--- config.mk ---
export PLATFORM = sky130hd
export DESIGN_NAME = plc_accumulator_logic_unit
export DESIGN_NICKNAME = d
export VERILOG_FILES = /design/src/plc_logic_pkg.sv /design/src/alu_link_if.sv /design/src/acc_shifter.sv /design/src/bcd_converter.sv /design/src/plc_accumulator_logic_unit.sv
export SDC_FILE = /design/constraint.sdc
export NUM_CORES = 1
export LEC_CHECK = 0
export ABC_AREA = 0
export BUFFER_PORTS_ARGS = -buffer_cell sky130_fd_sc_hd__buf_2
export CORE_UTILIZATION = 25
export CTS_BUF_LIST = sky130_fd_sc_hd__clkbuf_4 sky130_fd_sc_hd__clkbuf_8
export DETAILED_ROUTE_END_ITERATION = 10
export SETUP_SLACK_MARGIN = 0.15
export SLEW_MARGIN = 5
export SYNTH_ARGS = -nofsm -noshare
export SYNTH_HDL_FRONTEND = slang
export SYNTH_SLANG_ARGS = --single-unit
--- constraint.sdc ---
create_clock -name ref_clk_in -period 12.8 [get_ports ref_clk_in]
set_input_delay 0.64 -clock ref_clk_in [delete_from_list [all_inputs] [get_ports ref_clk_in]]
set_output_delay 0.64 -clock ref_clk_in [all_outputs]
set_load 0.01 [all_outputs]
--- src/plc_logic_pkg.sv ---
// Purpose: shared constants and types for the accumulator logic unit
// Assumes: 16-bit accumulator, 4-digit packed decimal operands
// Notes:   shared widths, the accumulator reset value and the digit weights live here; the unit resets its flags to zero itself
package plc_logic_pkg;

	// ********************************
	// widths
	// ********************************
	localparam int ACC_W     = 16;
	localparam int CNT_W     = 4;
	localparam int NIB_W     = 4;
	localparam int DIGITS    = 4;
	localparam int IDX_W     = 4;

	typedef logic [ACC_W-1:0] acc_t;
	typedef logic [CNT_W-1:0] count_t;

	// ********************************
	// reset values and limits
	// ********************************
	localparam acc_t   ACC_RESET   = 16'h0000;
	localparam acc_t   ACC_ZERO    = 16'h0000;
	localparam acc_t   ACC_ONE     = 16'h0001;
	localparam count_t SHIFT_NONE  = 4'h0;
	localparam logic [NIB_W-1:0] DIGIT_MAX = 4'h9;

	// ********************************
	// decimal digit weights
	// ********************************
	localparam acc_t W_TENS      = 16'h000A;
	localparam acc_t W_HUNDREDS  = 16'h0064;
	localparam acc_t W_THOUSANDS = 16'h03E8;

	// ********************************
	// operation codes
	// ********************************
	typedef enum logic [3:0] {
		load_op              = 4'h0,
		or_op                = 4'h1,
		shift_toward_lsb_op  = 4'h2,
		shift_toward_msb_op  = 4'h3,
		decode_op            = 4'h4,
		encode_op            = 4'h5,
		invert_op            = 4'h6,
		decimal_to_binary_op = 4'h7
	} op_e;

endpackage

--- src/alu_link_if.sv ---
// Purpose: carries operands and results between the core and its helpers
// Assumes: purely combinational helpers on the same clock
// Notes:   one modport per party
`timescale 1ns/1ps
interface alu_link_if;
	import plc_logic_pkg::*;

	acc_t   acc;
	count_t count;
	logic   toward_msb;
	acc_t   shifted;
	logic   shift_carry;
	acc_t   binary;
	logic   digit_bad;

	modport core    (output acc, output count, output toward_msb,
	                 input shifted, input shift_carry, input binary, input digit_bad);
	modport shifter (input acc, input count, input toward_msb,
	                 output shifted, output shift_carry);
	modport conv    (input acc, output binary, output digit_bad);
endinterface

--- src/acc_shifter.sv ---
// Purpose: zero-fill shift of the accumulator with carry-out detection
// Assumes: count of 1 to 15; count 0 passes the value through with no carry
// Notes:   a double-width window catches every bit that falls off the end
`timescale 1ns/1ps
module acc_shifter
	import plc_logic_pkg::*;
(
	alu_link_if.shifter link
);

	logic [2*ACC_W-1:0] wide;

	always_comb begin
		if (link.toward_msb) begin
			wide             = {ACC_ZERO, link.acc} << link.count;
			link.shifted     = wide[ACC_W-1:0];
			link.shift_carry = |wide[2*ACC_W-1:ACC_W];
		end else begin
			wide             = {link.acc, ACC_ZERO} >> link.count;
			link.shifted     = wide[2*ACC_W-1:ACC_W];
			link.shift_carry = |wide[ACC_W-1:0];
		end
	end

endmodule

--- src/bcd_converter.sv ---
// Purpose: packed four-digit decimal to unsigned binary
// Assumes: each nibble holds one digit, most significant digit on top
// Notes:   a nibble above nine is still weighted as is and flagged
`timescale 1ns/1ps
module bcd_converter
	import plc_logic_pkg::*;
(
	alu_link_if.conv link
);

	function automatic acc_t digit(input acc_t v, input int pos);
		digit = (v >> (pos * NIB_W)) & acc_t'({NIB_W{1'h1}});
	endfunction

	always_comb begin
		link.binary = acc_t'(digit(link.acc, 3) * W_THOUSANDS)
		            + acc_t'(digit(link.acc, 2) * W_HUNDREDS)
		            + acc_t'(digit(link.acc, 1) * W_TENS)
		            + digit(link.acc, 0);
		link.digit_bad = 1'b0;
		for (int i = 0; i < DIGITS; i++) begin
			if (digit(link.acc, i) > acc_t'(DIGIT_MAX)) begin
				link.digit_bad = 1'b1;
			end
		end
	end

endmodule

--- src/plc_accumulator_logic_unit.sv ---
// Purpose: logic operations on a 16-bit controller accumulator
// Assumes: issuer on the same clock; opcode and count valid with start
// Notes:   each operation finishes in the cycle it is taken
//
// Contract
// - or operand into accumulator, store result
// - zero flag after or when zero
// - shift toward msb 1-15, zero fill
// - shift toward lsb 1-15, zero fill
// - carry set when a one leaves
// - zero flag after shift when zero
// - decode low nibble to one-hot bit
// - decode ignores upper twelve bits
// - encode lowest set bit to index
// - encode clears upper twelve bits
// - invert complements all sixteen bits
// - packed decimal replaced by binary value
`timescale 1ns/1ps
module plc_accumulator_logic_unit
	import plc_logic_pkg::*;
(
	input  wire logic         ref_clk_in,
	input  wire logic         rst_n_in,
	input  wire logic         start_in,
	input  wire logic         rung_in,
	input  wire logic [3:0]   op_code_in,
	input  wire logic [3:0]   shift_count_in,
	input  wire logic [15:0]  operand_in,
	output logic      [15:0]  acc_out,
	output logic              carry_out,
	output logic              zero_out,
	output logic              done_out,
	output logic              fault_out
);

	// ********************************
	// helper functions
	// ********************************
	function automatic acc_t one_hot(input logic [NIB_W-1:0] idx);
		one_hot = ACC_ONE << idx;
	endfunction

	function automatic acc_t lowest_index(input acc_t v);
		lowest_index = ACC_ZERO;
		for (int i = ACC_W - 1; i >= 0; i--) begin
			if (v[i]) begin
				lowest_index = acc_t'(i);
			end
		end
	endfunction

	function automatic logic is_zero(input acc_t v);
		is_zero = (v == ACC_ZERO);
	endfunction

	// ********************************
	// state
	// ********************************
	acc_t acc_q;
	acc_t acc_d;
	logic carry_q;
	logic carry_d;
	logic zero_q;
	logic zero_d;
	logic done_q;
	logic done_d;
	logic fault_q;
	logic fault_d;
	logic take;
	op_e  op;

	alu_link_if link ();

	// ********************************
	// helpers
	// ********************************
	acc_shifter u_shifter (
		.link (link.shifter)
	);

	bcd_converter u_conv (
		.link (link.conv)
	);

	assign link.acc        = acc_q;
	assign link.count      = shift_count_in;
	assign link.toward_msb = (op_code_in == shift_toward_msb_op);

	// ********************************
	// next state
	// ********************************
	// the rung gate is kept here too, so a stray start never changes state
	assign take = start_in & rung_in;
	assign op   = op_e'(op_code_in);

	// one select per operation, one for both shifts, decoded once and shared by every state group but done
	typedef struct packed {
		logic load;
		logic merge;
		logic shift;
		logic decode;
		logic encode;
		logic invert;
		logic convert;
		logic legal;
	} op_sel_s;

	op_sel_s sel;

	always_comb begin
		sel.load    = 1'h0;
		sel.merge   = 1'h0;
		sel.shift   = 1'h0;
		sel.decode  = 1'h0;
		sel.encode  = 1'h0;
		sel.invert  = 1'h0;
		sel.convert = 1'h0;
		sel.legal   = 1'h0;
		case (op)
			load_op: begin
				sel.load  = 1'h1;
				sel.legal = 1'h1;
			end
			or_op: begin
				sel.merge = 1'h1;
				sel.legal = 1'h1;
			end
			shift_toward_lsb_op,
			shift_toward_msb_op: begin
				sel.shift = 1'h1;
				sel.legal = 1'h1;
			end
			decode_op: begin
				sel.decode = 1'h1;
				sel.legal  = 1'h1;
			end
			encode_op: begin
				sel.encode = 1'h1;
				sel.legal  = 1'h1;
			end
			invert_op: begin
				sel.invert = 1'h1;
				sel.legal  = 1'h1;
			end
			decimal_to_binary_op: begin
				sel.convert = 1'h1;
				sel.legal   = 1'h1;
			end
			default: begin
				// codes eight to fifteen select nothing and report a fault
				sel.legal = 1'h0;
			end
		endcase
	end

	// ********************************
	// operation results
	// ********************************
	acc_t or_result;
	acc_t decode_result;
	acc_t encode_result;
	acc_t invert_result;

	assign or_result     = acc_q | operand_in;
	// only the low nibble reaches the decoder
	assign decode_result = one_hot(acc_q[NIB_W-1:0]);
	// an index never exceeds fifteen, so the upper twelve bits stay clear
	assign encode_result = lowest_index(acc_q);
	assign invert_result = ~acc_q;

	// ********************************
	// fault reasons
	// ********************************
	logic count_bad;
	logic code_bad;
	logic digit_fault;

	// a zero count is outside the legal range; the shift then flags a fault, keeps the value and clears carry
	assign count_bad   = sel.shift & (shift_count_in == SHIFT_NONE);
	assign code_bad    = ~sel.legal;
	// a nibble above nine is still converted, weighted as it stands
	assign digit_fault = sel.convert & link.digit_bad;

	// ********************************
	// accumulator
	// ********************************
	always_comb begin
		acc_d = acc_q;
		if (take) begin
			if (sel.load) begin
				acc_d = operand_in;
			end else if (sel.merge) begin
				acc_d = or_result;
			end else if (sel.shift) begin
				// a zero count passes the value through unchanged
				acc_d = link.shifted;
			end else if (sel.decode) begin
				acc_d = decode_result;
			end else if (sel.encode) begin
				acc_d = encode_result;
			end else if (sel.invert) begin
				acc_d = invert_result;
			end else if (sel.convert) begin
				acc_d = link.binary;
			end else begin
				// an illegal code keeps the accumulator as it was
				acc_d = acc_q;
			end
		end
	end

	always_ff @(posedge ref_clk_in or negedge rst_n_in) begin
		if (!rst_n_in) begin
			acc_q <= ACC_RESET;
		end else begin
			acc_q <= acc_d;
		end
	end

	// ********************************
	// carry flag
	// ********************************
	// only the shifts touch carry; every other operation leaves it standing
	always_comb begin
		carry_d = carry_q;
		if (take && sel.shift) begin
			carry_d = link.shift_carry;
		end
	end

	always_ff @(posedge ref_clk_in or negedge rst_n_in) begin
		if (!rst_n_in) begin
			carry_q <= 1'h0;
		end else begin
			carry_q <= carry_d;
		end
	end

	// ********************************
	// zero flag
	// ********************************
	// taken from the next accumulator value on each legal code; reset clears the flag while the accumulator is zero
	always_comb begin
		zero_d = zero_q;
		if (take && sel.legal) begin
			zero_d = is_zero(acc_d);
		end
	end

	always_ff @(posedge ref_clk_in or negedge rst_n_in) begin
		if (!rst_n_in) begin
			zero_q <= 1'h0;
		end else begin
			zero_q <= zero_d;
		end
	end

	// ********************************
	// done pulse
	// ********************************
	// every taken request answers once, illegal codes included
	always_comb begin
		done_d = 1'h0;
		if (take) begin
			done_d = 1'h1;
		end
	end

	always_ff @(posedge ref_clk_in or negedge rst_n_in) begin
		if (!rst_n_in) begin
			done_q <= 1'h0;
		end else begin
			done_q <= done_d;
		end
	end

	// ********************************
	// fault pulse
	// ********************************
	// fault is a report only; it never blocks the result of a legal code
	always_comb begin
		fault_d = 1'h0;
		if (take) begin
			fault_d = code_bad | count_bad | digit_fault;
		end
	end

	always_ff @(posedge ref_clk_in or negedge rst_n_in) begin
		if (!rst_n_in) begin
			fault_q <= 1'h0;
		end else begin
			fault_q <= fault_d;
		end
	end

	// ********************************
	// outputs
	// ********************************
	// every output is a register, so the issuer never sees a decode glitch
	assign acc_out   = acc_q;
	assign carry_out = carry_q;
	assign zero_out  = zero_q;
	assign done_out  = done_q;
	assign fault_out = fault_q;

endmodule

; ---- Word level (Yosys, flattened, before mapping)
; Index checks and enable logic that the tools add are counted.
[totals]
reg_bits = 20
out_inout_bits = 20
wordCells = 82
[op_classes]
add_sub_neg = 3
n_lt_le_gt_ge = 4
n_shift = 3
n_bitwise = 8
mul = 3
reduce_logical = 9
eq_ne = 7
n_mux = 40
[op_table]
columns = cell, n
row1 = $mux W16, 24
row2 = $add A16 B16 Y16, 2
row3 = $reduce_or A16 Y1, 2
row4 = $shl A16 B4 Y32, 1
row5 = $shr A32 B4 Y32, 1
row6 = $add A16 B4 Y16, 1
row7 = $eq A4 B3 Y1 const B, 4
row8 = $gt A4 B4 Y1 const B, 4
row9 = $logic_not A16 Y1, 1
row10 = $not A16 Y16, 1
row11 = $or A16 B16 Y16, 1
row12 = $shl A1 B4 Y16 const A, 1
row13 = $mux W1, 15
row14 = $mul A4 B7 Y11 const B, 1
row15 = $mul A4 B5 Y9 const B, 1
row16 = $eq A4 B2 Y1 const B, 2
row17 = $logic_not A4 Y1, 2
row18 = $reduce_or A8 Y1, 1
row19 = $mul A4 B3 Y7 const B, 1
row20 = $eq A4 B1 Y1 const B, 1
row21 = $mux W4, 1
row22 = $and A1 B1 Y1, 3
row23 = $logic_and A1 B1 Y1, 2
row24 = $or A1 B1 Y1, 2
row25 = 2 further kinds, 2

; ---- Logic depth before layout (Yosys ltp)
; Gate-level depths: netlist of the first run.
[depth]
depth_word = 23
ltp_mapped = 21
mapped_depth_nobuf = 21

; ---- Hierarchy
; From an unflattened synthesis of the first run, not the netlist that was laid out.
[hier_totals]
hier_cells = 725
hier_area_um2 = 5804.3
[by_module_without_submodules]
columns = mod, area_each_um2, cells_per_inst, n_inst, seq_area_each_um2
row1 = plc_accumulator_logic_unit, 2113.3, 281, 1, 500.5
row2 = acc_shifter, 2000.7, 259, 1, 0.0
row3 = bcd_converter, 1690.4, 185, 1, 0.0

; ---- Least setup slack after synthesis of the first run
; Ideal clock, no wire load.
[synth_timing]
path_kind = reg2reg
from = reg acc_q[13], in the netlist acc_out[13]
to = reg zero_q, in the netlist zero_out
setup_time_ns = 0.076
required_ns = 12.724
stages_incl_launch_ff = 22
arrival_ns = 4.698
period_less_slack_ns = 4.774
slack_ns = 8.026
path_cell_list = dfrtp_1 -> fa_1 -> inv_1 -> fa_1 -> inv_1 -> ha_1 -> inv_1 -> nor2_1 -> o21ai_0 -> nand2_1 -> xnor2_1 -> ha_1 -> ha_1 -> ha_1 -> o21ai_0 -> a21oi_1 -> nor3b_1 -> mux2i_1 -> nand2_1 -> a222oi_1 -> nand4bb_1 -> o21ai_1
[synth_via]
elab_chain_cells = 21
[synth_lines]
columns = element, line_no
row1 = from (decl), plc_accumulator_logic_unit.sv:59  ; acc_t acc_q;
row2 = from (signal assigned), plc_accumulator_logic_unit.sv:214  ; acc_q <= ACC_RESET;
row3 = from (signal assigned), plc_accumulator_logic_unit.sv:216  ; acc_q <= acc_d;
row4 = branches (longest 19 deep; another with $add A16 B16 Y16), n/a
row5 = $mux W16 *, plc_accumulator_logic_unit.sv:189  ; if (take) begin
row6 = $logic_not A16 Y1 *, plc_accumulator_logic_unit.sv:53  ; is_zero = (v == ACC_ZERO);
row7 = to (signal assigned), plc_accumulator_logic_unit.sv:254  ; zero_q <= zero_d;
row8 = to (decl), plc_accumulator_logic_unit.sv:63  ; logic zero_q;
; Every way passes the cells marked *.
; A chain may end at the register's enable or synchronous reset.

; ---- Worst setup path in the final report of the first run
; Same ends and word-level chain as after synthesis.

==> results.toml, run 1 <==
[die]
ios = 48
dieArea_um2 = 22200
initial_utilization_pct = 25.6
core_um2 = 21100
die_h_um = 149
std_cell_rows = 53
dieWidth_um = 149

[power]
p_sw_mw = 0.707
p_leak_nw = 2.54
power.share.switching_pct = 56.0
pwr-share-seq_pct = 8.3
powerDensity_nw_per_um2 = 216
p_comb_share_pct = 87.5
intPower_mw = 0.556
ir_drop_v = 0.000129
power_frac_clock_pct = 4.2

[flow_run]
max_cap_violations = 0

[layout]
final_cell_mix = "nor2_1, ha_1, a21oi_1, inv_1, o21ai_0"
diodes = 0
layout_commonest_cell = "nor2_1"
final-seq-area_um2 = 500
fillers = 2363
fin_nets = 779
fin_cells = 954
area_growth_pct = 8.28
drive_gt1_share_pct = 15.6
multi_input_area_um2 = 4430

[placed_design]
dpl.hpwl_um = 15200
dp_slack_ps = 7330
gp_congestion = 0.996
portBuffers = 47
place_inst = 950

[worst_setup_path]
slowest_delay_ps = 710
worst_ep_arrival_time_ps = 5750
critPathTopFamily = "adder cells"
crit_fanout = 20
cp_cell_sequence = "fa_1 > inv_1 > fa_1 > inv_1 > ha_1 > inv_1 > nor2_1 > o21ai_0 > nand2_1 > xnor2_1 > ha_1 > ha_1 > ha_1 > o21ai_0 > a21oi_1 > nor3b_1 > mux2i_1 > nand2_1 > a222oi_1 > nand4bb_1 > o21ai_1"
crit_path_frequent_cell = "ha_1"
worstSetupPathType = "flop to flop"
startpoint_type = "flop"
cp_num_buf_inv = 3
worst_ep_required_time_ps = 13000
cp-end-kind = "flop"
worst_path_max_delay_cell = "fa_1"

[timing]
hold_viol = 0
tns_ps = 0
rsz0062_at_grt = "no"
fin_crit_sh_pct = 43.4
relSlewSlack_pct = 17.4
finClkSkew_ps = 3.63
finalCriticalPeriod_ps = 5550
fmax_mhz = 180
worstMarginPinSlew_ps = 1220
setup_violations = 0
slew_violations = 0
setup_ws_ps = 7250

[synthesis]
synth_xor_area_share_pct = 2.36
synth_seq_area_share_pct = 9.25
yosys_most_used_dff = "dfrtp_1"
synthSimpleGateAreaFrac_pct = 17.1
synthAdderAreaFrac_pct = 18.8
synth.area.mux_share_pct = 15.9
synth.distinct_cells = 80
synth_cells = 672
syn_avg_cell_area_um2 = 8.05
async_reset_ff_share_pct = 100
synth-compound-area-share_pct = 27.7
synth_top_family_by_area = "compound AO/OA/AOI/OAI gates"
syn-num-nets = 771
syn_area_um2 = 5410
yosys_warnings = 0
synth-edff-count = 0
ys_ff_latch = 20

[global_route]
grt_max_degree = 49
grt_pass1_vias = 5458
gr-total-overflow = 0
grt_use_total_pct = 19.0
grt_first_pass_wirelength_um = 32400
grt_antenna_before_repair = 0

[detailed_routing]
vias_per_cell = 6.00
drcViolationCount = 0
routedWlPerCell_um = 22.1
detail-route-antenna-nets = 0
firstDrtPassIters = 7
num_vias = 5728
detailedRoute.firstIterationViolations = 665
routed_wl_um = 21100

[worst_hold_path]
hold_path.class = "primary input to async pin"

[clock_tree]
htreeDepth = 1
path_clk_slew_ps = 90
cts_buffer_depth = 2
cts.sinks = 20
hold_buffers = 0
clock_latency_ps = 270
cts_resized = 0
cts_buffers = 3
clock-root-buffer = "clkbuf_8"
cts_tree = "built"
post_cts_buffers = 0

[status]
status = "finished clean"
[path summary, 6_finish.rpt]
check,startpoint,end,slack [ps],depth (start not counted)
max,acc_out[13],zero_out,7250,21
min,rst_n_in,carry_out,320,1
max reg2reg,acc_out[13],zero_out,7250,21
min reg2reg,carry_out,carry_out,540,2
max in group asynchronous,rst_n_in,zero_out,12140,1
min in group ref_clk_in,carry_out,carry_out,540,2
[layer usage]
| metal | up-vias | GRT usage (%) | routed length [um] |
|---|---|---|---|
| li1 | 2538 | - | - |
| met1 | 2760 | 25.7 | 8450 |
| met2 | 355 | 29.7 | 9530 |
| met3 | 75 | 3.43 | 2190 |
| met4 | 0 | 7.50 | 930 |
| met5 | - | 0 | 0 |
[sequential cells by signal (all words and copies together), names as in the netlist]
| signal | flops |
|---|---|
| zero_out | 1 |
| done_out | 1 |
| carry_out | 1 |
| acc_out | 16 |
| fault_out | 1 |
[cells in the mapped netlist, drive strengths merged, types with 8 or more instances]
master	number	area share (%)
mux2i	14	2.6
buf	23	2.9
clkbuf	35	2.5
a21oi	52	4.8
a31oi	11	1.3
dfrtp	20	9.3
o211ai	10	1.4
ha	54	12
nor2	56	3.9
nor3	13	1.2
mux2	14	3.0
nand2	44	3.1
inv	48	3.3
o21ai	50	4.6
nand2b	11	1.4
nor2b	9	1.0
o221ai	9	1.5
mux4	24	10
fa	17	6.3
nand3	9	0.83
xnor2	8	1.3
[layout make-up]
class,count,share of cell area [%]
clock buffers,4,0.940
multi-input cells,544,75.6
flip-flops and latches,20,8.55
repair buffers,61,5.81
well taps,275,5.88
inverters,50,3.21
[cell families after synthesis]
group | after synthesis
AOI/OAI and AO/OA | 224
and+or+nand+nor | 184
buffers and inverters | 108
adders and majority gates | 71
muxes | 52
DFF | 20
xor gates and xnor gates | 13
[metrics by stage]
stage,cell area (um2),util (%),hold WS [ps],power (mW)
final,5860,27.8,317,1.26
after global routing,5860,27.8,352,1.41
after CTS,5860,27.8,343,1.25
after detailed placement,5800,27.5,527,1.19
after global placement,5800,27.5,520,1.19
after floorplan,5410,-,344,0.885
[power groups by stage]
stage / combinational, mW / sequential [mW] / clock, mW
after floorplan: 0.770 / 0.115 / 0
after global placement: 1.08 / 0.104 / 0
after detailed placement: 1.09 / 0.105 / 0
after CTS: 1.10 / 0.104 / 0.0530
after global routing: 1.24 / 0.107 / 0.0563
final: 1.11 / 0.104 / 0.0536
[worst register-to-register path, stage by stage (launching register included)]
cell and delay [ps]:
dfrtp_1 650, fa_1 720, inv_1 100, fa_1 510, inv_1 50, ha_1 330, inv_1 90, nor2_1 50
o21ai_0 190, nand2_1 100, xnor2_1 130, ha_1 290, ha_1 300, ha_1 340, o21ai_0 110, a21oi_1 110
nor3b_1 410, mux2i_1 260, nand2_1 70, a222oi_1 330, nand4bb_1 190, o21ai_1 160
Power figures use the tool's default switching activity.
==> run 2, diff against run 1 <==
==> constraint.sdc (replaced) <==
create_clock -name ref_clk_in -period 5.02 [get_ports ref_clk_in]
set_input_delay 0.251 -clock ref_clk_in [delete_from_list [all_inputs] [get_ports ref_clk_in]]
set_output_delay 0.251 -clock ref_clk_in [all_outputs]
set_load 0.01 [all_outputs]
==> results.toml, run 2 (synthesis gave the netlist of run 1 again) <==
[layout]
final_cell_mix = "nor2_1, a21oi_1, buf_2, o21ai_0, ha_1"
finalInstanceArea_um2 = 6180
largest_register_ffs = 16
area_growth_pct = 14.3
fin_nets = 798
drive_gt1_share_pct = 21.1
fillers = 2281
diodes = 0
layout_commonest_cell = "nor2_1"

[placed_design]
dpl_cell_area_um2 = 5910
dp_slack_ps = -25.9
dpl.hpwl_um = 16000
gp_congestion = 0.978
portBuffers = 47

[worst_setup_path]
cp_num_buf_inv = 2
worst_ep_required_time_ps = 5240
reg2regPathDepth = 16
worst_path_max_delay_cell = "fa_1"
crit_fanout = 6
regToRegEndpoint = "zero_out"
startpoint_type = "flop"
regToRegSetupSlack_ps = 170
slowest_delay_ps = 550
crit_path_frequent_cell = "fa_1"
worst_ep_arrival_time_ps = 5060
cp_cell_sequence = "ha_1 > fa_1 > inv_1 > fa_1 > inv_1 > fa_1 > ha_1 > ha_2 > or3_4 > a2111oi_4 > nor3b_4 > mux2i_1 > nand2_1 > a222oi_1 > nand4bb_1 > o21ai_1"
cp-end-kind = "flop"
worstSetupPathType = "flop to flop"
r2r-start = "acc_out[13]"
critPathTopFamily = "adder cells"

[power]
powerDensity_nw_per_um2 = 618
ir_drop_v = 0.000449
p_sw_mw = 2.03
pwr-share-seq_pct = 6.7
p_comb_share_pct = 88.7
power_frac_clock_pct = 4.7
power.share.switching_pct = 53.2
total_power_mw = 3.82
intPower_mw = 1.79
p_leak_nw = 2.65

[detailed_routing]
num_vias = 5852
detail-route-antenna-nets = 0
firstDrtPassIters = 6
detailedRoute.firstIterationViolations = 755
routed_wl_um = 21700
drcViolationCount = 0
vias_per_cell = 6.01
routedWlPerCell_um = 22.3

[worst_hold_path]
min-delay-start = "operand_in[12]"
hold_path.class = "primary input to flop"
hold_end = "acc_out[12]"
whs_path_depth = 3

[die]
dieWidth_um = 149
core_um2 = 21100
std_cell_rows = 53
die_h_um = 149
ios = 48
initial_utilization_pct = 25.6
dieArea_um2 = 22200

[timing]
fmax_mhz = 206
setup_violations = 0
rsz0062_at_grt = "yes"
hold_viol = 0
slew_violations = 0
finClkSkew_ps = 3.30
relSlewSlack_pct = 24.9
setup_ws_ps = 173
worstMarginPinSlew_ps = 1110
fin_crit_sh_pct = 96.5
finalCriticalPeriod_ps = 4850

[clock_tree]
cts.sinks = 20
cts_buffer_depth = 2
cts_buffers = 3
htreeDepth = 1
clock-root-buffer = "clkbuf_8"
path_clk_slew_ps = 90
cts_tree = "built"
clock_latency_ps = 280

[global_route]
grt_antenna_before_repair = 0
grt_max_degree = 37
grt_pass1_vias = 5719
gr-total-overflow = 0
grt_use_total_pct = 19.7
grt_first_pass_wirelength_um = 33700

[status]
status = "finished clean"

[flow_run]
max_cap_violations = 0
[run 2: layout make-up]
type	instances	area (um2)	share of cell area, %
Tap cell	275	344	5.57
Clock buffer	3	41.3	0.668
Multi-Input combinational cell	544	4590	74.2
Inverter	50	188	3.04
Sequential cell	20	503	8.14
Clock inverter	1	30.0	0.486
Timing Repair Buffer	80	485	7.86
[run 2: worst register-to-register path, cell delays in order, from the launching register on]
cell	delay (ps)
dfrtp_2	440
ha_1	320
fa_1	550
inv_1	70
fa_1	550
inv_1	70
fa_1	470
ha_1	310
ha_2	220
or3_4	420
a2111oi_4	350
nor3b_4	90
mux2i_1	160
nand2_1	70
a222oi_1	380
nand4bb_1	170
o21ai_1	150
[run 2: per-layer routing]
| metal | GRT usage (%) | routed length [um] | vias up |
|---|---|---|---|
| met2 | 31.3 | 10100 | 336 |
| met3 | 3.09 | 1870 | 61 |
| met5 | 0 | 0 | - |
| met4 | 7.45 | 775 | 0 |
| met1 | 26.7 | 8930 | 2877 |
| li1 | - | - | 2578 |
[run 2: worst max-delay path by stage]
| stage | start | depth (start not counted) | end |
|---|---|---|---|
| after detailed placement | acc_out[13] | 21 | zero_out |
| after floorplan | acc_out[13] | 21 | zero_out |
| after global placement | acc_out[13] | 21 | zero_out |
| after global routing | acc_out[14] | 19 | zero_out |
| after CTS | acc_out[13] | 21 | zero_out |
| final | acc_out[13] | 16 | zero_out |
[run 2: metrics by stage]
| step | hold slack [ps] | util [%] | TNS (ps) | instances |
|---|---|---|---|---|
| floorplan | -44.6 | - | 0 | 672 |
| global placement | 265 | 28.0 | 0 | 965 |
| detailed placement | 266 | 28.0 | -25.9 | 965 |
| CTS | 263 | 28.7 | 0 | 971 |
| global route | 287 | 29.3 | 0 | 973 |
| finish | 280 | 29.3 | 0 | 973 |
[run 2: what timing repair did]
item | CTS | global route
hold buffers | 1 | 0
setup endpoints to repair | 2 | 3
endpoints found under the hold margin | 20 | 0
pin swaps | 3 | 19
setup buffers | 1 | 2
resized for setup | 10 | 20
[run 2: power groups by stage]
stage,sequential (mW),combinational (mW),clock [mW]
after floorplan,0.294,1.96,0
after global placement,0.259,2.88,0
after detailed placement,0.260,2.93,0
after CTS,0.256,3.06,0.183
after global routing,0.263,3.74,0.185
final,0.256,3.39,0.178
==> run 3, diff against run 2 <==
--- a/config.mk
+++ b/config.mk
@@ -14,4 +14,5 @@
 export SLEW_MARGIN = 5
 export SYNTH_ARGS = -nofsm -noshare
 export SYNTH_HDL_FRONTEND = slang
+export SYNTH_HIERARCHICAL = 1
 export SYNTH_SLANG_ARGS = --single-unit
==> results.toml, run 3 <==
[synthesis]
synth_cells = 725
ys_ff_latch = 20
synth.distinct_cells = 97
syn_area_um2 = 5800
netlist_top_cells_count = "nand2_1, nor2_1, a21oi_1"
async_reset_ff_share_pct = 100
yosysTopAreaCellShare_pct = 11.6
synth-edff-count = 0
yosys_warnings = 6
yosys_most_used_dff = "dfrtp_1"
yosys.area.top_type = "ha_1"
syn-num-nets = 824
syn_avg_cell_area_um2 = 8.01
synth_seq_area_share_pct = 8.62
yosysMostFrequentCell = "nand2_1"
synth_area_leaders = "ha_1, dfrtp_1, mux4_2"

[worst_setup_path]
critPathTopFamily = "adder cells"
regToRegSetupSlack_ps = 70
crit_fanout = 5
cp-end-kind = "flop"
worst_path_max_delay_cell = "fa_2"
startpoint_type = "flop"
worst_ep_required_time_ps = 5200
slowest_delay_ps = 590
cp_num_buf_inv = 0
worstSetupPathType = "flop to flop"
cp_cell_sequence = "fa_2 > fa_1 > ha_4 > a21o_1 > a21oi_2 > xnor2_2 > ha_1 > ha_4 > ha_4 > o21a_1 > o211a_1 > a221oi_2 > xor2_1 > nand2_1 > o21ai_1 > nand2_1 > a311oi_2 > nor3_1 > nor4bb_1 > a32o_2"
worst_ep_arrival_time_ps = 5130
crit_path_frequent_cell = "ha_4"

[clock_tree]
cts.sinks = 20
cts_buffer_depth = 2
cts_buffers = 3
path_clk_slew_ps = 100
htreeDepth = 1
cts_tree = "built"
clock_latency_ps = 280
clock-root-buffer = "clkbuf_8"

[detailed_routing]
firstDrtPassIters = 6
vias_per_cell = 5.71
num_vias = 6024
drcViolationCount = 0
routed_wl_um = 20700
detailedRoute.firstIterationViolations = 616
detail-route-antenna-nets = 0
routedWlPerCell_um = 19.7

[placed_design]
gp_congestion = 0.961
portBuffers = 47
dpl.hpwl_um = 14700
dpl_cell_area_um2 = 6450

[global_route]
gr-total-overflow = 0
grt_use_total_pct = 17.3
grt_antenna_before_repair = 0
grt_pass1_vias = 5696
grt_first_pass_wirelength_um = 32800
grt_max_degree = 47

[timing]
rsz0062_at_grt = "yes"
relSlewSlack_pct = 47.0
fmax_mhz = 202
worstMarginPinSlew_ps = 792
hold_viol = 0
finClkSkew_ps = 12.6
setup_violations = 0
slew_violations = 0
finalCriticalPeriod_ps = 4950
hold_slack_ps = 394
fin_crit_sh_pct = 98.7

[layout]
area_growth_pct = 16.1
largest_register_ffs = 16
final_cell_mix = "nand2_1, nor2_1, a21oi_1, buf_2"
fillers = 2453
final-seq-area_um2 = 504
multi_input_area_um2 = 4980
finalInstanceArea_um2 = 6740
diodes = 0
drive_gt1_share_pct = 26.1
layout_commonest_cell = "nand2_1"
fin_nets = 870

[die]
initial_utilization_pct = 25.6
die_h_um = 154
dieWidth_um = 154
ios = 48
dieArea_um2 = 23800
std_cell_rows = 55
core_um2 = 22700

[flow_run]
max_cap_violations = 0

[worst_hold_path]
hold_path.class = "primary input to flop"

[status]
status = "finished clean"
## run 3: worst paths after layout
kind,from,end,cells after the start
setup reg to reg,acc_out[13],zero_out,20
setup / recovery,acc_out[13],zero_out,20
hold reg to reg,carry_out,carry_out,1
hold / removal,operand_in[2],acc_out[2],3
max in group asynchronous,rst_n_in,acc_out[13],2
min in group asynchronous,rst_n_in,zero_out,2
## run 3: kinds of logic (layout without fill, tap and decap cells)
family | after synthesis | in the layout | share of synthesized area (%)
buffers and inverters | 108 | 153 | 9.36
adder cells (fa/ha/maj) | 71 | 71 | 17.5
multiplexers | 65 | 65 | 16.5
other | 1 | 1 | 0.0646
XOR/XNOR | 19 | 19 | 2.87
AO/OA/AOI/OAI | 222 | 222 | 26.0
AND/OR/NAND/NOR | 219 | 219 | 19.1
flip-flops | 20 | 20 | 8.62
## run 3: layout make-up
class,count,area share [%]
Clock buffer,3,0.613
Tap cell,285,5.29
Timing Repair Buffer,98,9.44
Inverter,51,2.84
Multi-Input combinational cell,597,73.9
Clock inverter,1,0.446
Sequential cell,20,7.49
## run 3: per-layer routing
layer / vias to the layer above / track usage (%) / wire [um]
met5: - / 0 / 0
met4: 0 / 6.55 / 736
met3: 54 / 2.41 / 1710
met2: 325 / 27.0 / 9290
met1: 2884 / 24.2 / 8990
li1: 2761 / - / -
## run 3: timing repair
action                                  4_1_cts  5_1_grt
pin swaps                                    18       13
cloned                                        0        0
endpoints found under the setup margin        1        2
endpoints found under the hold margin        20        0
resized for setup                            10       11
hold buffers                                  1        0
setup buffers                                 6        4
## run 3: worst min-delay path, stage by stage
cell	delay (ps)
buf_2	90
a32o_1	160
a211o_2	130
## run 3: stage by stage
step | worst slack (ps) | instances | utilization [%] | TNS [ps]
4_1_cts | 105 | 1051 | 29.3 | 0
3_3_place_gp | 69.6 | 1040 | 28.4 | 0
5_1_grt | -105 | 1055 | 29.7 | -153
6_report | 65.3 | 1055 | 29.7 | 0
2_1_floorplan | 163 | 725 | - | 0
3_5_place_dp | 55.0 | 1040 | 28.4 | 0
Power of run 3 is left out: the tool's default activity adds up to more than one toggle a clock period on the data nets, which glitch-free logic cannot reach.
